## src/fsp_pkg.sv

```systemverilog
package fsp_pkg;

  // ------------------------------------------------------------
  // Register word addresses, first port
  // ------------------------------------------------------------
  localparam logic [23:0] ADDR_GLOBAL = 24'h808040;
  localparam logic [23:0] ADDR_TX_PIN = 24'h808042;
  localparam logic [23:0] ADDR_RX_PIN = 24'h808043;
  localparam logic [23:0] ADDR_TIM_CTL = 24'h808044;
  localparam logic [23:0] ADDR_TIM_CNT = 24'h808045;
  localparam logic [23:0] ADDR_TIM_PER = 24'h808046;
  localparam logic [23:0] ADDR_TX_DATA = 24'h808048;
  localparam logic [23:0] ADDR_RX_DATA = 24'h80804C;
  localparam logic [23:0] PORT_STRIDE = 24'h000010;
  localparam logic [23:0] PORT_SPAN_MASK = 24'hFFFFF0;

  // ------------------------------------------------------------
  // Global control fields
  // ------------------------------------------------------------
  localparam int BIT_RX_READY = 0;
  localparam int BIT_TX_FREE = 1;
  localparam int BIT_FSX_DIR = 2;
  localparam int BIT_TX_CLK_INT = 6;
  localparam int BIT_RX_CLK_INT = 7;
  localparam int BIT_TX_CONT = 10;
  localparam int BIT_RX_CONT = 11;
  localparam int LSB_TX_LEN = 18;
  localparam int LSB_RX_LEN = 20;
  localparam logic [31:0] GLOBAL_WR_MASK = 32'h003C0CC4;
  localparam logic [31:0] GLOBAL_RST = 32'h00000002;

  // ------------------------------------------------------------
  // Timing
  // ------------------------------------------------------------
  localparam int READY_DELAY = 3;
  localparam int FIFO_DEPTH = 4;

  typedef enum logic [2:0] {
    FSP_TX_IDLE = 3'b001,
    FSP_TX_SYNC = 3'b010,
    FSP_TX_SHIFT = 3'b100
  } fsp_tx_state_t;

endpackage

```

## src/fsp_fifo.sv

```systemverilog
`timescale 1ns/1ps
module fsp_fifo #(
  parameter int WIDTH = 32,
  parameter int DEPTH = 4
) (
  // Clock and reset
  input wire logic clk,
  input wire logic rst,
  // Fill side
  input wire logic in_valid,
  output logic in_ready,
  input wire logic [WIDTH-1:0] in_data,
  // Drain side
  output logic out_valid,
  input wire logic out_ready,
  output logic [WIDTH-1:0] out_data
);
  localparam int AW = $clog2(DEPTH);
  logic [WIDTH-1:0] mem [DEPTH];
  logic [AW-1:0] wp_ff, rp_ff, nxt_wp, nxt_rp;
  logic [AW:0] cnt_ff, nxt_cnt;
  logic push, pop;

  assign in_ready = (cnt_ff != (AW+1)'(DEPTH));
  assign out_valid = (cnt_ff != '0);
  assign out_data = mem[rp_ff];
  assign push = in_valid && in_ready;
  assign pop = out_valid && out_ready;

  always_comb begin
    nxt_wp = push ? wp_ff + 1'b1 : wp_ff;
    nxt_rp = pop ? rp_ff + 1'b1 : rp_ff;
    nxt_cnt = cnt_ff + (AW+1)'(push) - (AW+1)'(pop);
  end

  always_ff @(posedge clk or posedge rst) begin
    if (rst) begin
      wp_ff <= '0;
      rp_ff <= '0;
      cnt_ff <= '0;
    end else begin
      wp_ff <= nxt_wp;
      rp_ff <= nxt_rp;
      cnt_ff <= nxt_cnt;
    end
  end

  // Storage has no reset; words are only read when counted in
  always_ff @(posedge clk) begin
    if (push) begin
      mem[wp_ff] <= in_data;
    end
  end
endmodule

```

## src/fsp_sync.sv

```systemverilog
`timescale 1ns/1ps
module fsp_sync #(
  parameter int WIDTH = 1
) (
  // Clock and reset
  input wire logic clk,
  input wire logic rst,
  // Pins in, filtered levels and rising and falling edges out
  input wire logic [WIDTH-1:0] pin_in,
  output logic [WIDTH-1:0] level,
  output logic [WIDTH-1:0] rise,
  output logic [WIDTH-1:0] fall
);
  logic [WIDTH-1:0] s1_ff, s2_ff, s3_ff, lvl_ff, nxt_lvl;

  // Change counts only when stages two and three agree
  always_comb begin
    for (int i = 0; i < WIDTH; i++) begin
      nxt_lvl[i] = (s2_ff[i] == s3_ff[i]) ? s3_ff[i] : lvl_ff[i];
    end
  end

  assign level = lvl_ff;
  assign rise = nxt_lvl & ~lvl_ff;
  assign fall = ~nxt_lvl & lvl_ff;

  always_ff @(posedge clk or posedge rst) begin
    if (rst) begin
      s1_ff <= '0;
      s2_ff <= '0;
      s3_ff <= '0;
      lvl_ff <= '0;
    end else begin
      s1_ff <= pin_in;
      s2_ff <= s1_ff;
      s3_ff <= s2_ff;
      lvl_ff <= nxt_lvl;
    end
  end
endmodule

```

## src/fsp_port.sv

```systemverilog
`timescale 1ns/1ps
//
// Contract
// - Words are 8, 16, 24 or 32 bits and both directions run at once.
// - The bit clock comes from the port timer or from the clock pins.
// - The internal bit clock divides down the core output clock.
// - Continuous mode moves back-to-back words after one frame sync.
// - The port has eight registers: global, two pin, three timer, tx, rx.
// - Port 0 sits at 808040h, port 1 mirrors it at 808050h, rest reserved.
// - Tx buffer holds the next word out, rx buffer the last word in.
// - The global control register is 32 bits of mode and status.
// - Receive ready bit 0 sets three cycles after the rx buffer loads.
// - A rising receive ready raises the receive interrupt.
// - Receive ready resets to 0 and clears on an rx buffer read.
// - Bit 2 makes the tx frame sync pin an output when 1, resets to 0.
module fsp_port #(
  parameter logic [23:0] BASE = fsp_pkg::ADDR_GLOBAL,
  parameter bit TWO_PORTS = 1'b1,
  parameter int DEPTH = fsp_pkg::FIFO_DEPTH
) (
  // Clock and reset
  input wire logic clk,
  input wire logic rst,
  // Peripheral bus
  input wire logic [23:0] addr,
  input wire logic wr_en,
  input wire logic rd_en,
  input wire logic [31:0] wdata,
  output logic [31:0] rdata,
  // Interrupts
  output logic receive_irq,
  output logic transmit_irq,
  // Serial pins
  output logic serial_out_pin,
  output logic serial_out_oe,
  input wire logic serial_in_pin,
  input wire logic tx_frame_sync_pin_in,
  output logic tx_frame_sync_pin_out,
  output logic tx_frame_sync_pin_oe,
  input wire logic rx_frame_sync_pin,
  input wire logic tx_bit_clock_pin_in,
  output logic tx_bit_clock_pin_out,
  output logic tx_bit_clock_pin_oe,
  input wire logic rx_bit_clock_pin_in,
  output logic rx_bit_clock_pin_out,
  output logic rx_bit_clock_pin_oe
);
  // ------------------------------------------------------------
  // Address decode
  // ------------------------------------------------------------
  function automatic logic [5:0] bits_of(input logic [1:0] len);
    bits_of = {len, 3'b000} + 6'd8;
  endfunction
  function automatic logic hit(input logic [23:0] a, input logic [23:0] o);
    logic [23:0] p1;
    p1 = o + fsp_pkg::PORT_STRIDE;
    hit = (a == o) || (TWO_PORTS && (a == p1));
  endfunction
  // ------------------------------------------------------------
  // Registers
  // ------------------------------------------------------------
  logic [31:0] glob_ff, nxt_glob, txpc_ff, nxt_txpc, rxpc_ff, nxt_rxpc;
  logic [31:0] tctl_ff, nxt_tctl, tcnt_ff, nxt_tcnt, tper_ff, nxt_tper;
  logic [31:0] txd_ff, nxt_txd, rxd_ff, nxt_rxd, rdata_ff, nxt_rdata;
  logic [2:0] rdly_ff, nxt_rdly, xdly_ff, nxt_xdly;
  logic rirq_ff, nxt_rirq, xirq_ff, nxt_xirq, txfull_ff, nxt_txfull;
  logic wr_tx, rd_rx, rx_load, tx_take;
  logic [31:0] rx_word;
  assign wr_tx = wr_en && hit(addr, BASE + 24'h000008);
  assign rd_rx = rd_en && hit(addr, BASE + 24'h00000C);
  always_comb begin
    nxt_glob = glob_ff;
    nxt_txpc = txpc_ff;
    nxt_rxpc = rxpc_ff;
    nxt_tctl = tctl_ff;
    nxt_tper = tper_ff;
    nxt_txd = txd_ff;
    nxt_rxd = rxd_ff;
    nxt_txfull = txfull_ff;
    nxt_rdata = 32'h00000000;
    if (wr_en && hit(addr, BASE)) begin
      // Status bits keep their hardware value
      nxt_glob = (wdata & fsp_pkg::GLOBAL_WR_MASK) |
        (glob_ff & ~fsp_pkg::GLOBAL_WR_MASK);
    end
    if (wr_en && hit(addr, BASE + 24'h000002)) nxt_txpc = wdata;
    if (wr_en && hit(addr, BASE + 24'h000003)) nxt_rxpc = wdata;
    if (wr_en && hit(addr, BASE + 24'h000004)) nxt_tctl = wdata;
    if (wr_en && hit(addr, BASE + 24'h000006)) nxt_tper = wdata;
    if (tx_take) nxt_txfull = 1'b0;
    if (wr_tx) begin
      nxt_txd = wdata;
      nxt_txfull = 1'b1;
    end
    if (rx_load) nxt_rxd = rx_word;
    // Ready flags: a new event outranks the clearing access
    nxt_glob[fsp_pkg::BIT_RX_READY] = (rdly_ff == 3'd1) ||
      (glob_ff[fsp_pkg::BIT_RX_READY] && !rd_rx);
    nxt_glob[fsp_pkg::BIT_TX_FREE] = (xdly_ff == 3'd1) ||
      (glob_ff[fsp_pkg::BIT_TX_FREE] && !wr_tx);
    nxt_rdly = rx_load ? 3'(fsp_pkg::READY_DELAY) :
      (rdly_ff != 3'd0 ? rdly_ff - 3'd1 : 3'd0);
    nxt_xdly = tx_take ? 3'(fsp_pkg::READY_DELAY) :
      (xdly_ff != 3'd0 ? xdly_ff - 3'd1 : 3'd0);
    nxt_rirq = nxt_glob[fsp_pkg::BIT_RX_READY] &&
      !glob_ff[fsp_pkg::BIT_RX_READY];
    nxt_xirq = nxt_glob[fsp_pkg::BIT_TX_FREE] &&
      !glob_ff[fsp_pkg::BIT_TX_FREE];
    if (rd_en) begin
      if (hit(addr, BASE)) nxt_rdata = glob_ff;
      else if (hit(addr, BASE + 24'h000002)) nxt_rdata = txpc_ff;
      else if (hit(addr, BASE + 24'h000003)) nxt_rdata = rxpc_ff;
      else if (hit(addr, BASE + 24'h000004)) nxt_rdata = tctl_ff;
      else if (hit(addr, BASE + 24'h000005)) nxt_rdata = tcnt_ff;
      else if (hit(addr, BASE + 24'h000006)) nxt_rdata = tper_ff;
      else if (hit(addr, BASE + 24'h000008)) nxt_rdata = txd_ff;
      else if (hit(addr, BASE + 24'h00000C)) nxt_rdata = rxd_ff;
      else nxt_rdata = 32'h00000000;
    end
  end
  always_ff @(posedge clk or posedge rst) begin
    if (rst) begin
      glob_ff <= fsp_pkg::GLOBAL_RST;
      txpc_ff <= '0;
      rxpc_ff <= '0;
      tctl_ff <= '0;
      tper_ff <= '0;
      txd_ff <= '0;
      rxd_ff <= '0;
      rdata_ff <= '0;
      rdly_ff <= '0;
      xdly_ff <= '0;
      rirq_ff <= 1'b0;
      xirq_ff <= 1'b0;
      txfull_ff <= 1'b0;
    end else begin
      glob_ff <= nxt_glob;
      txpc_ff <= nxt_txpc;
      rxpc_ff <= nxt_rxpc;
      tctl_ff <= nxt_tctl;
      tper_ff <= nxt_tper;
      txd_ff <= nxt_txd;
      rxd_ff <= nxt_rxd;
      rdata_ff <= nxt_rdata;
      rdly_ff <= nxt_rdly;
      xdly_ff <= nxt_xdly;
      rirq_ff <= nxt_rirq;
      xirq_ff <= nxt_xirq;
      txfull_ff <= nxt_txfull;
    end
  end
  assign rdata = rdata_ff;
  assign receive_irq = rirq_ff;
  assign transmit_irq = xirq_ff;
  // ------------------------------------------------------------
  // Bit clock timer
  // ------------------------------------------------------------
  // Toggles when the count meets the period, so rate is clk/(2(P+1))
  logic bclk_ff, nxt_bclk;
  always_comb begin
    nxt_tcnt = tcnt_ff + 32'd1;
    nxt_bclk = bclk_ff;
    if (tcnt_ff >= tper_ff) begin
      nxt_tcnt = 32'd0;
      nxt_bclk = ~bclk_ff;
    end
    if (wr_en && hit(addr, BASE + 24'h000005)) nxt_tcnt = wdata;
  end
  always_ff @(posedge clk or posedge rst) begin
    if (rst) begin
      tcnt_ff <= '0;
      bclk_ff <= 1'b0;
    end else begin
      tcnt_ff <= nxt_tcnt;
      bclk_ff <= nxt_bclk;
    end
  end
  // ------------------------------------------------------------
  // Pin sampling
  // ------------------------------------------------------------
  logic [4:0] pin_lvl, pin_rise, pin_fall;
  fsp_sync #(.WIDTH(5)) u_sync (
    .clk(clk),
    .rst(rst),
    .pin_in({serial_in_pin, rx_frame_sync_pin, tx_frame_sync_pin_in,
      rx_bit_clock_pin_in, tx_bit_clock_pin_in}),
    .level(pin_lvl),
    .rise(pin_rise),
    .fall(pin_fall)
  );
  logic bclk_rise, bclk_fall, tx_edge, rx_edge;
  assign bclk_rise = nxt_bclk && !bclk_ff;
  assign bclk_fall = !nxt_bclk && bclk_ff;
  // Transmit changes data on the falling edge, receive samples on rising
  assign tx_edge = glob_ff[fsp_pkg::BIT_TX_CLK_INT] ? bclk_fall :
    pin_fall[0];
  assign rx_edge = glob_ff[fsp_pkg::BIT_RX_CLK_INT] ? bclk_rise :
    pin_rise[1];
  // ------------------------------------------------------------
  // Transmit path
  // ------------------------------------------------------------
  logic f_valid, f_ready, tx_pop;
  logic [31:0] f_data;
  fsp_fifo #(.WIDTH(32), .DEPTH(DEPTH)) u_fifo (
    .clk(clk),
    .rst(rst),
    .in_valid(txfull_ff),
    .in_ready(f_ready),
    .in_data(txd_ff),
    .out_valid(f_valid),
    .out_ready(tx_pop),
    .out_data(f_data)
  );
  assign tx_take = txfull_ff && f_ready;
  fsp_pkg::fsp_tx_state_t tst_ff, nxt_tst;
  logic [31:0] tsh_ff, nxt_tsh;
  logic [5:0] tcn_ff, nxt_tcn, tx_bits;
  logic tfs_ff, nxt_tfs, tfirst_ff, nxt_tfirst, ext_fsx;
  assign tx_bits = bits_of(glob_ff[fsp_pkg::LSB_TX_LEN +: 2]);
  assign ext_fsx = !glob_ff[fsp_pkg::BIT_FSX_DIR] && pin_lvl[2];
  always_comb begin
    nxt_tst = tst_ff;
    nxt_tsh = tsh_ff;
    nxt_tcn = tcn_ff;
    nxt_tfs = 1'b0;
    nxt_tfirst = tfirst_ff;
    tx_pop = 1'b0;
    unique case (tst_ff)
      fsp_pkg::FSP_TX_IDLE: begin
        if (!f_valid) nxt_tfirst = 1'b1;
        if (f_valid && tx_edge &&
            (glob_ff[fsp_pkg::BIT_FSX_DIR] || ext_fsx)) begin
          tx_pop = 1'b1;
          nxt_tsh = f_data << (6'd32 - tx_bits);
          nxt_tcn = tx_bits;
          nxt_tfs = glob_ff[fsp_pkg::BIT_FSX_DIR];
          nxt_tst = fsp_pkg::FSP_TX_SHIFT;
          // Continuous mode skips the sync after the first word
          if (glob_ff[fsp_pkg::BIT_TX_CONT] && !tfirst_ff) begin
            nxt_tfs = 1'b0;
          end
          nxt_tfirst = 1'b0;
        end
      end
      fsp_pkg::FSP_TX_SHIFT: begin
        if (tx_edge) begin
          nxt_tsh = {tsh_ff[30:0], 1'b0};
          nxt_tcn = tcn_ff - 6'd1;
          if (tcn_ff == 6'd1) begin
            nxt_tst = fsp_pkg::FSP_TX_IDLE;
            if (glob_ff[fsp_pkg::BIT_TX_CONT] && f_valid) begin
              tx_pop = 1'b1;
              nxt_tsh = f_data << (6'd32 - tx_bits);
              nxt_tcn = tx_bits;
              nxt_tst = fsp_pkg::FSP_TX_SHIFT;
            end
          end
        end
      end
      default: nxt_tst = fsp_pkg::FSP_TX_IDLE;
    endcase
  end
  always_ff @(posedge clk or posedge rst) begin
    if (rst) begin
      tst_ff <= fsp_pkg::FSP_TX_IDLE;
      tsh_ff <= '0;
      tcn_ff <= '0;
      tfs_ff <= 1'b0;
      tfirst_ff <= 1'b1;
    end else begin
      tst_ff <= nxt_tst;
      tsh_ff <= nxt_tsh;
      tcn_ff <= nxt_tcn;
      tfs_ff <= nxt_tfs;
      tfirst_ff <= nxt_tfirst;
    end
  end
  // ------------------------------------------------------------
  // Receive path
  // ------------------------------------------------------------
  logic [31:0] rsh_ff, nxt_rsh;
  logic [5:0] rcn_ff, nxt_rcn, rx_bits;
  logic ract_ff, nxt_ract, rload_ff, nxt_rload;
  assign rx_bits = bits_of(glob_ff[fsp_pkg::LSB_RX_LEN +: 2]);
  always_comb begin
    nxt_rsh = rsh_ff;
    nxt_rcn = rcn_ff;
    nxt_ract = ract_ff;
    nxt_rload = 1'b0;
    if (rx_edge) begin
      if (ract_ff) begin
        nxt_rsh = {rsh_ff[30:0], pin_lvl[4]};
        nxt_rcn = rcn_ff - 6'd1;
        if (rcn_ff == 6'd1) begin
          nxt_rload = 1'b1;
          nxt_rcn = rx_bits;
          // Continuous mode keeps receiving without a new sync
          nxt_ract = glob_ff[fsp_pkg::BIT_RX_CONT];
        end
      end else if (pin_lvl[3]) begin
        nxt_ract = 1'b1;
        nxt_rcn = rx_bits;
      end
    end
  end
  always_ff @(posedge clk or posedge rst) begin
    if (rst) begin
      rsh_ff <= '0;
      rcn_ff <= '0;
      ract_ff <= 1'b0;
      rload_ff <= 1'b0;
    end else begin
      rsh_ff <= nxt_rsh;
      rcn_ff <= nxt_rcn;
      ract_ff <= nxt_ract;
      rload_ff <= nxt_rload;
    end
  end
  assign rx_load = rload_ff;
  assign rx_word = rsh_ff & (32'hFFFFFFFF >> (6'd32 - rx_bits));
  // ------------------------------------------------------------
  // Pin drive
  // ------------------------------------------------------------
  assign serial_out_pin = tsh_ff[31];
  assign serial_out_oe = tst_ff[2];
  assign tx_frame_sync_pin_out = tfs_ff;
  assign tx_frame_sync_pin_oe = glob_ff[fsp_pkg::BIT_FSX_DIR];
  assign tx_bit_clock_pin_out = bclk_ff;
  assign tx_bit_clock_pin_oe = glob_ff[fsp_pkg::BIT_TX_CLK_INT];
  assign rx_bit_clock_pin_out = bclk_ff;
  assign rx_bit_clock_pin_oe = glob_ff[fsp_pkg::BIT_RX_CLK_INT];
endmodule

```

## config.mk

```make
export PLATFORM = sky130hd
export DESIGN_NAME = fsp_port
export DESIGN_NICKNAME = d
export VERILOG_FILES = /design/src/fsp_pkg.sv /design/src/fsp_fifo.sv /design/src/fsp_sync.sv /design/src/fsp_port.sv
export SDC_FILE = /design/constraint.sdc
export NUM_CORES = 1
export LEC_CHECK = 0
export ABC_AREA = 1
export BUFFER_PORTS_ARGS = -buffer_cell sky130_fd_sc_hd__buf_2
export CORE_MARGIN = 2
export CORE_UTILIZATION = 59
export CTS_CLUSTER_DIAMETER = 50
export CTS_CLUSTER_SIZE = 10
export DETAILED_ROUTE_END_ITERATION = 10
export GPL_TIMING_DRIVEN = 1
export PLACE_DENSITY = 0.84
export SLEW_MARGIN = 20
export SYNTH_ARGS = -nofsm -noshare
export SYNTH_HDL_FRONTEND = slang
export SYNTH_SLANG_ARGS = --single-unit
export TNS_END_PERCENT = 10
```

## constraint.sdc

```tcl
create_clock -name clk -period 15.5 [get_ports clk]
set_clock_uncertainty 0.05 [all_clocks]
set_input_delay 2.325 -clock clk [delete_from_list [all_inputs] [get_ports clk]]
set_output_delay 2.325 -clock clk [all_outputs]
set_load 0.03 [all_outputs]
```

## After elaboration in Yosys (flattened, before gate mapping)

Memory sizes are Yosys's and may differ from the RTL's.
Cells that the tools add are included.

| operators by class | value |
|---|---|
| $add $sub $neg | 13 |
| $mul | 0 |
| divide/modulo/power cells | 0 |
| order comparisons | 1 |
| eq/ne operators | 32 |
| shift operators | 2 |
| mux-type cells | 61 |
| bitwise gates (word level) | 7 |
| reduce and logical (&&, ||, !) cells | 51 |

Operators by type and width:

| operator | number |
|---|---|
| $mux W32 | 15 |
| $eq A24 B24 Y1 const B | 16 |
| $pmux W32 S2 | 1 |
| $mux W6 | 7 |
| $add A32 B1 Y32 const B | 1 |
| $and A32 B32 Y32 | 1 |
| $ge A32 B32 Y1 | 1 |
| $or A22 B32 Y32 | 1 |
| $shl A32 B6 Y32 | 1 |
| $shr A32 B6 Y32 const A | 1 |
| $mux W1 | 27 |
| $mux W3 | 8 |
| $logic_and A1 B1 Y1 | 21 |
| $add A5 B4 Y6 const B | 2 |
| $eq A6 B1 Y1 const B | 2 |
| $pmux W6 S2 | 1 |
| $sub A6 B1 Y6 const B | 2 |
| $sub A6 B6 Y6 const A | 2 |
| $logic_or A1 B1 Y1 | 11 |
| $eq A3 B1 Y1 const B | 3 |
| $reduce_bool A3 Y1 | 3 |
| $logic_not A1 Y1 | 8 |
| $ne A2 B2 Y1 const B | 3 |
| $pmux W3 S2 | 1 |
| other kinds (16) | 28 |

| storage, ports and cells | value |
|---|---|
| bits in registers | 408 |
| latch bits | 0 |
| bits in writable memories | 128 |
| memory bits (read-only) | 0 |
| input port bits | 65 |
| output and inout bits | 42 |
| logic and storage cells | 200 |
| memories kept | 1 |

Memories:

| memory | words | width | rd ports | clocked after Yosys merged registers in | wr ports | line | RTL |
|---|---|---|---|---|---|---|---|
| u_fifo.mem | 4 | 32 | 1 | 0 | 1 | fsp_fifo.sv:19 | `logic [WIDTH-1:0] mem [DEPTH];` |

## Logic depth before layout (Yosys ltp)

Gate-level depths: netlist of run 1.

| depth | value |
|---|---|
| depth in word-level cells | 11 |
| depth in mapped cells | 23 |

## Hierarchy

A second synthesis of run 1 with hierarchy kept.

| unflattened totals | value |
|---|---|
| cell total of the unflattened synthesis | 2814 |
| area total of the unflattened synthesis | 24522.3 sq um |

Modules (own cells, without submodules):

| module | times used | cells each | area an instance (sq um) |
|---|---|---|---|
| fsp_port | 1 | 2289 | 18383.9 |
| fsp_fifo | 1 | 465 | 5467.7 |
| fsp_sync | 1 | 60 | 670.6 |

## Worst setup path before layout of run 1

OpenSTA, ideal clock, no wires.

| path | value |
|---|---|
| kind | input to register |
| from | input port addr[11] |
| to | register txpc_ff[0] |
| library setup time | 0.118 ns |
| data arrival time | 3.731 ns |
| setup slack | 11.601 ns |
| stages | 12 |
| cell sequence | nor2_1 nand2_1 nor2_2 nand2_2 inv_2 nand2_2 nor3_4 inv_2 nor2_8 buf_6 mux2i_1 inv_1 |

| between the ends | value |
|---|---|
| word-level cells in the longest chain between the ends | 3 |
| elaborated cells on any way between the ends | 4 |
| those cells by class | 2 x eq/ne; 2 x reduce/logical |

RTL lines:

| element | line | RTL |
|---|---|---|
| start: declaration | fsp_port.sv:25 | `input wire logic [23:0] addr,` |
| $eq A24 B24 Y1 | fsp_port.sv:57 | `hit = (a == o) \|\| (TWO_PORTS && (a == p1));` |
| $logic_or A1 B1 Y1 (*) | fsp_port.sv:57 |  |
| $logic_and A1 B1 Y1 (*) | fsp_port.sv:86 | `if (wr_en && hit(addr, BASE + 24'h000002)) nxt_txpc = wdata;` |
| end signal: assignment | fsp_port.sv:138 | `txpc_ff <= nxt_txpc;` |
| end: declaration | fsp_port.sv:62 | `logic [31:0] glob_ff, nxt_glob, txpc_ff, nxt_txpc, rxpc_ff, nxt_rxpc;` |

Every way passes the cells marked *; elsewhere a longest branch is shown, timed or not.
A chain may end at the register's enable or synchronous reset.

## Final worst setup path of run 1

| path | value |
|---|---|
| from | input port addr[9] |
| to | register txpc_ff[27] |

Same word-level chain as after synthesis.

==> key figures, run 1 <==
Outcome
  – Status: complete, no violations

Global route
  – Initial antenna violation count: 1
  – Gr ovfl total: 0
  – First-pass GRT wire length: 102900 um
  – Pin count of the biggest net entering global routing: 182
  – Global-route usage over all layers: 31.36%
  – Number of global-route vias before repair: 19150

Yosys
  – Post-Syn Area: 24060 um2
  – Synth Instances: 2638
  – Yosys warning count: 0
  – Yosys cell types: 51
  – Top-count cell post-synth: nand2_1
  – Cell taking the most area after synthesis: dfrtp_1
  – Post-synth top cells: 519 x nand2_1, 383 x dfrtp_1, 354 x inv_1
  – Yosys top cell area share: 39.83%
  – Asr flop ratio synth: 75.10%
  – Sequential share of the synthesized area: 56.13%
  – Mapped Avg Cell Area: 9.121 um2
  – Post-synth top flop: dfrtp_1
  – Largest cells by area after synthesis: dfrtp_1 40%, edfxtp_1 16%, nand2_1 8.1%
  – FF+latch count, synth: 514
  – Post-synth EDFFs: 128
  – Post-Syn Nets: 2759

Setup path
  – Critical path origin: addr[9]
  – Worst R2R End: u_fifo.cnt_ff[2]$_DFF_PP0_
  – Reg2reg path depth: 19
  – CP Cell Sequence: buf_2 > nor2_1 > nand2_1 > nor2_2 > nand2_2 > inv_2 > nand2_2 > nor3_4 > buf_4 > inv_2 > nor2_8 > mux2i_1 > inv_1
  – R2R Setup Slk: 11.40 ns
  – Crit Path Max Fanout: 41
  – Family with the most delay on the worst path: simple AND/OR/NAND/NOR gates
  – Endpoint class of the critical path: flop
  – Worst r2r src: tcnt_ff[25]$_DFF_PP0_
  – CP max stage delay: 0.72 ns
  – Critical path depth in cells: 13
  – CP Capture Point: txpc_ff[27]$_DFFE_PP0P_
  – Buf/Inv on CP: 5
  – WP data arrival: 5.35 ns
  – Slowest CP cell: nor2_8
  – WP data required: 15.95 ns
  – Kind of critical path: primary input to flop
  – Startpoint type of the worst setup path: primary input

Die
  – Die footprint: 42410 um2
  – # IOs: 107
  – Row Count: 73
  – Initial Util: 60.15%
  – Die Y: 205.9 um
  – Die extent in x: 205.9 um
  – Core Area: 40010 um2

Placed design
  – Post-placement cell count: 3172
  – # port buffers: 105
  – Setup slack at placement: 10.06 ns
  – Gpl congestion: 0.9846
  – Dpl cell area: 24940 um2
  – HPWL Detailed: 43240 um

Routing
  – Drt first-iter violations: 2266
  – Post-Route WL: 64730 um
  – Vias: 19250
  – First-pass DRT Iterations: 6
  – DR DRC count: 0
  – ANT nets after route: 0
  – WL per Instance: 19.81 um
  – Vias per cell: 5.892

STA
  – Least-Margin Pin Slew: 1.006 ns
  – Rel. slew slack: 32.94%
  – Final-report hold violation count: 0
  – Fin crit period: 4.907 ns
  – Final setup fails: 0
  – Period utilisation layout: 31.66%
  – RSZ-0062 raised after global routing: no
  – Setup TNS: 0 ns
  – Setup ws final: 10.59 ns
  – Max Clk Rate: 0.2038 GHz
  – Slew Limit Fails: 0

CTS
  – Clock Root Buffer: clkbuf_16
  – Hold buffers post-CTS: 0
  – Clk slew on worst S/H paths: 0.05 ns
  – CTS H-tree depth: 2
  – Postcts setup bufs: 0
  – Clk buf depth: 3
  – Skew-Pair Late Insertion Delay: 0.62 ns
  – CTS tree: yes
  – CTS sink cnt: 514
  – CTS buffer count: 61
  – Post-CTS resize count: 0

Hold path
  – Hold depth: 0
  – Min-delay worst type: flop to flop

Final layout
  – NumNets Final: 2832
  – Cell area after layout: 26770 um2
  – Ant diodes: 0
  – Fraction of layout cells with a size suffix above 1: 9.044%
  – Post-route non-filler standard cell count: 3267
  – Area growth syn-to-layout: 11.26%

Flow run
  – Max-cap violations: 0

Power and ir drop
  – Max VDD drop: 0.1101 mV
  – Leakage: 12.55 nW
  – Overall Power: 3.569 mW
  – PD cells: 133.3 nW/um2
==> cell usage in the layout, fill, tap and decap left out, types with 75 or more instances in the layout <==
cell type / n
dfrtp_1: 383
buf_2: 105
o21ai_0: 239
mux2i_1: 75
nor2_1: 179
inv_1: 353
a21oi_1: 193
nand2_1: 518
nand3_1: 119
edfxtp_1: 128
==> worst reg2reg max path: cells and delay by family (launching register included) <==
family | cells | cell delay [ns]
XOR/XNOR | 1 | 0.14
AND/OR/NAND/NOR | 6 | 0.86
buffers and inverters | 2 | 0.15
flip-flops | 1 | 0.46
adder cells (fa/ha/maj) | 5 | 1.45
AO/OA/AOI/OAI | 5 | 0.85
==> registers in the layout, indices dropped and copies added, names as in the netlist, 3 cells and up <==
register,flops
u_sync.level,5
txd_ff,32
tcn_ff,6
tcnt_ff,32
u_fifo.mem,128
rcn_ff,6
txpc_ff,32
rxd_ff,32
u_sync.s3_ff,5
rdata,32
tper_ff,32
tctl_ff,32
u_fifo.cnt_ff,3
rsh_ff,32
rdly_ff,3
tsh_ff,32
glob_ff,11
xdly_ff,3
rxpc_ff,32
u_sync.s1_ff,5
u_sync.s2_ff,5
==> cell type report <==
class,count,area [um2]
Clock buffer,84,1655
Multi-Input combinational cell,1633,8648
Tap cell,525,656.9
Inverter,367,1385
Timing Repair Buffer,134,775.7
Sequential cell,514,13510
Fill cell,2987,13240
Clock inverter,10,142.6
==> through the flow <==
step                      hold slack, ns  util [%]
after floorplan                   0.2812         -
after global placement            0.2825     62.33
after detailed placement          0.2896     62.33
after CTS                         0.2984     66.82
after global routing              0.3003     66.92
final                             0.2962     66.92
==> cells by family after synthesis <==
family | count (synthesis) | share of synthesized area, %
DFF | 514 | 56.13
and+or+nand+nor | 920 | 16.18
AOI/OAI and AO/OA | 538 | 11.96
muxes | 75 | 3.120
adders and majority gates | 60 | 3.110
xor gates and xnor gates | 40 | 1.456
buffers and inverters | 491 | 8.039
==> how the worst min path moves through the flow <==
| stage | startpoint | end |
|---|---|---|
| after CTS | u_sync.s1_ff[1]$_DFF_PP0_ | u_sync.s2_ff[1]$_DFF_PP0_ |
| after global routing | u_sync.s1_ff[1]$_DFF_PP0_ | u_sync.s2_ff[1]$_DFF_PP0_ |
| after global placement | u_sync.s1_ff[1]$_DFF_PP0_ | u_sync.s2_ff[1]$_DFF_PP0_ |
| final | u_sync.s1_ff[1]$_DFF_PP0_ | u_sync.s2_ff[1]$_DFF_PP0_ |
| after detailed placement | u_sync.s1_ff[0]$_DFF_PP0_ | u_sync.s2_ff[0]$_DFF_PP0_ |
| after floorplan | u_sync.s1_ff[0]$_DFF_PP0_ | u_sync.s2_ff[0]$_DFF_PP0_ |
==> routing by layer <==
metal  share of wire (%)  up-vias  GRT usage, %
met5                   0        -             0
met4                 4.5        0         14.74
met3                 8.8      147         5.188
met2                  47      969         50.08
met1                  40     9324         42.19
li1                    -     8810             -
==> power breakdown <==
group | total [mW] | switching [mW] | internal, mW
registers | 1.58 | 0.0692 | 1.51
logic | 0.674 | 0.466 | 0.208
clock network | 1.32 | 0.535 | 0.783
total | 3.57 | 1.07 | 2.50
No activity file was read; power rests on OpenSTA's default activity.
==> run 2: changes to the inputs <==
--- a/config.mk
+++ b/config.mk
@@ -5,10 +5,10 @@
 export SDC_FILE = /design/constraint.sdc
 export NUM_CORES = 1
 export LEC_CHECK = 0
-export ABC_AREA = 1
+export ABC_AREA = 0
 export BUFFER_PORTS_ARGS = -buffer_cell sky130_fd_sc_hd__buf_2
 export CORE_MARGIN = 2
-export CORE_UTILIZATION = 59
+export CORE_UTILIZATION = 56
 export CTS_CLUSTER_DIAMETER = 50
 export CTS_CLUSTER_SIZE = 10
 export DETAILED_ROUTE_END_ITERATION = 10
==> constraint.sdc (replaced) <==
create_clock -name clk -period 4.39 [get_ports clk]
set_clock_uncertainty 0.05 [all_clocks]
set_input_delay 0.6585 -clock clk [delete_from_list [all_inputs] [get_ports clk]]
set_output_delay 0.6585 -clock clk [all_outputs]
set_load 0.03 [all_outputs]
==> run 2 against run 1 <==
Net effect:
- die area up 2.6%
- wire length down 3.7%
- global-route usage down 2.4 points
- sequential share of layout area up 0.72 points
- worst hold slack worse by 0.21 ns
- clock-buffer cell count unchanged
- critical path depth up 1
- non-clock buffer count up 26
- combinational power up 130%
- cell area down 1.4%
==> key figures, run 2 <==
Power and ir drop
  – Comb power frac: 13.7%
  – PD cells: 433.9 nW/um2
  – Net Sw Power: 2.974 mW
  – Max VDD drop: 0.3040 mV
  – Sw Share: 25.96%
  – Pint: 8.481 mW
  – Clock power share: 39.0%
  – Leakage: 11.61 nW
  – Sequential share of power: 47.3%

Setup path
  – Worst R2R End: u_fifo.cnt_ff[1]$_DFF_PP0_
  – Startpoint type of the worst setup path: flop
  – Worst r2r src: tcnt_ff[22]$_DFF_PP0_
  – Endpoint class of the critical path: flop
  – Kind of critical path: flop to flop
  – Reg2reg path depth: 14
  – WP data arrival: 4.63 ns
  – WP data required: 4.82 ns
  – Crit Path Max Fanout: 5
  – R2R Setup Slk: 0.19 ns

Final layout
  – Most common cell after layout, fill and taps aside: dfrtp_1
  – NumNets Final: 2095
  – Area growth syn-to-layout: 12.56%
  – Fillers: 2945
  – Post-route non-filler standard cell count: 2538
  – Commonest cells after routing, fill and taps aside: 380 x dfrtp_1, 206 x mux2_2, 162 x nand2_1
  – Biggest register: u_fifo.mem
  – Max reg flops: 128
  – Fraction of layout cells with a size suffix above 1: 26.11%

Yosys
  – Post-Syn Nets: 1978
  – Mapped Avg Cell Area: 12.63 um2
  – Yosys warning count: 0
  – Post-synth top flop: dfrtp_1
  – Synth Area in Compound Gates: 9.475%
  – Mux contribution to synthesized area: 15.51%
  – Post-synth EDFFs: 128
  – Post-synth top cells: 383 x dfrtp_1, 206 x mux2_2, 162 x nand2_1
  – Cell taking the most area after synthesis: dfrtp_1
  – Simple-Gate Fraction of Synth Area: 9.278%
  – Synth Area in XOR/XNOR: 1.344%
  – FF+latch count, synth: 514
  – Top-count cell post-synth: dfrtp_1
  – Synth Instances: 1857
  – Yosys top cell area share: 40.87%
  – Sequential share of the synthesized area: 57.59%
  – Post-Syn Area: 23450 um2
  – Yosys cell types: 78
  – Post-synthesis adder-cell area fraction: 3.233%
  – Asr flop ratio synth: 75.10%
  – Largest family of logic cells by synthesized area: multiplexers
  – Largest cells by area after synthesis: dfrtp_1 41%, edfxtp_1 16%, mux2_2 9.9%

Placed design
  – # port buffers: 105
  – HPWL Detailed: 41550 um
  – Gpl congestion: 0.9379
  – Post-placement cell count: 2444

CTS
  – CTS sink cnt: 514
  – Skew-Pair Late Insertion Delay: 0.62 ns
  – CTS H-tree depth: 2
  – Clk buf depth: 3
  – CTS tree: yes
  – Hold buffers post-CTS: 0
  – Clock Root Buffer: clkbuf_16
  – Clk slew on worst S/H paths: 0.06 ns
  – CTS buffer count: 59

Global route
  – Initial antenna violation count: 4
  – Number of global-route vias before repair: 16670
  – Global-route usage over all layers: 28.96%
  – First-pass GRT wire length: 96430 um
  – Gr ovfl total: 0
  – Pin count of the biggest net entering global routing: 93

Routing
  – First-pass DRT Iterations: 7
  – ANT nets after route: 0
  – DR DRC count: 0
  – Vias per cell: 6.438
  – Post-Route WL: 62310 um
  – Vias: 16340
  – Drt first-iter violations: 1705
  – WL per Instance: 24.55 um

STA
  – Slew Limit Fails: 0
  – RSZ-0062 raised after global routing: no
  – Fin crit period: 4.199 ns
  – Max Clk Rate: 0.2382 GHz
  – Final setup fails: 0
  – Setup TNS: 0 ns
  – Final-report hold violation count: 0
  – Rel. slew slack: 28.92%
  – Least-Margin Pin Slew: 1.066 ns
  – Period utilisation layout: 95.65%

Die
  – Core Area: 41110 um2
  – Row Count: 74
  – Die extent in x: 208.6 um
  – # IOs: 107
  – Die footprint: 43530 um2
  – Die Y: 208.6 um
  – Initial Util: 57.05%

Hold path
  – Min-delay worst type: primary input to async pin

Outcome
  – Status: complete, no violations

Flow run
  – Max-cap violations: 0
==> run 2: changes by cell type after synthesis, sizes merged, moves of 26 or more <==
| cell | previous run | this run |
|---|---|---|
| nand2 | 521 | 164 |
| inv | 365 | 91 |
| mux2 | 0 | 224 |
| o21ai | 254 | 81 |
| a21oi | 193 | 83 |
| nor2 | 194 | 85 |
| nand3 | 119 | 48 |
| mux2i | 75 | 18 |
| mux4 | 0 | 40 |
| o31ai | 4 | 33 |
| clkbuf | 79 | 53 |
==> run 2: worst max-delay path: stages (launching register included) <==
cell,delay (ns)
dfrtp_1,0.43
ha_1,0.34
and4_1,0.25
nand4_1,0.16
o311ai_1,0.34
a311oi_1,0.10
o21ai_2,0.22
ha_1,0.21
a21oi_1,0.17
or4_1,0.58
a211oi_2,0.31
ha_1,0.28
inv_1,0.06
ha_1,0.14
fa_1,0.42
==> run 2: metal layers <==
layer  share of wire, %  GRT usage (%)
met5                  0              0
met4                5.0          14.29
met3                9.2          5.515
met2                 48          46.92
met1                 38          37.85
==> run 2: metrics by stage <==
stage                     power (mW)  setup slack, ns  area [um2]  utilization (%)  hold WS (ns)
after floorplan                6.566           -1.506       23460                -        0.2812
after global placement         6.962           0.2745       24660            59.98        0.2859
after detailed placement       7.048           0.1835       24660            59.98        0.2864
after CTS                      11.50           0.1790       26360            64.13       0.08217
after global routing           11.89          0.06719       26400            64.21       0.08844
final                          11.45           0.1912       26400            64.22       0.08456
==> run 2: how the worst max path moves through the flow <==
stage                               start                         end  cells after the start  slack [ns]
CTS                 tcnt_ff[22]$_DFF_PP0_  u_fifo.cnt_ff[1]$_DFF_PP0_                     14        0.18
finish              tcnt_ff[22]$_DFF_PP0_  u_fifo.cnt_ff[1]$_DFF_PP0_                     14        0.19
detailed placement  tcnt_ff[22]$_DFF_PP0_  u_fifo.cnt_ff[1]$_DFF_PP0_                     14        0.18
floorplan                             rst        glob_ff[0]$_DFF_PP0_                      1       -1.51
global placement    tcnt_ff[22]$_DFF_PP0_  u_fifo.cnt_ff[2]$_DFF_PP0_                     15        0.27
global route        tcnt_ff[22]$_DFF_PP0_  u_fifo.cnt_ff[2]$_DFF_PP0_                     15        0.07
==> run 2: repair_timing <==
action / 4_1_cts / 5_1_grt
setup endpoints to repair: 0 / 2
gates resized for setup: 0 / 1
buffers inserted: 0 / 0
==> run 2: layout make-up <==
type                       instances  area (um2)  share of cell area, %
clock inverter                     6       95.09                 0.3602
inverter                          92       350.3                  1.327
multi-input combinational       1147        9125                  34.57
timing repair buffer             160        1033                  3.915
sequential                       514       13510                  51.18
clock buffer                      84        1612                  6.105
tap                              532       665.6                  2.521
antenna                            3       7.507                0.02844
==> run 2: kinds of logic after synthesis <==
family | after synthesis
multiplexers | 282
XOR/XNOR | 36
AO/OA/AOI/OAI | 344
AND/OR/NAND/NOR | 424
buffers and inverters | 196
flip-flops | 514
adder cells (fa/ha/maj) | 61
==> run 2: power groups by stage <==
stage	Sequential [mW]	Clock (mW)	Combinational, mW
floorplan	5.39	0	1.17
global placement	5.48	0	1.48
detailed placement	5.50	0	1.55
CTS	5.41	4.52	1.57
global route	5.46	4.72	1.71
finish	5.42	4.47	1.57
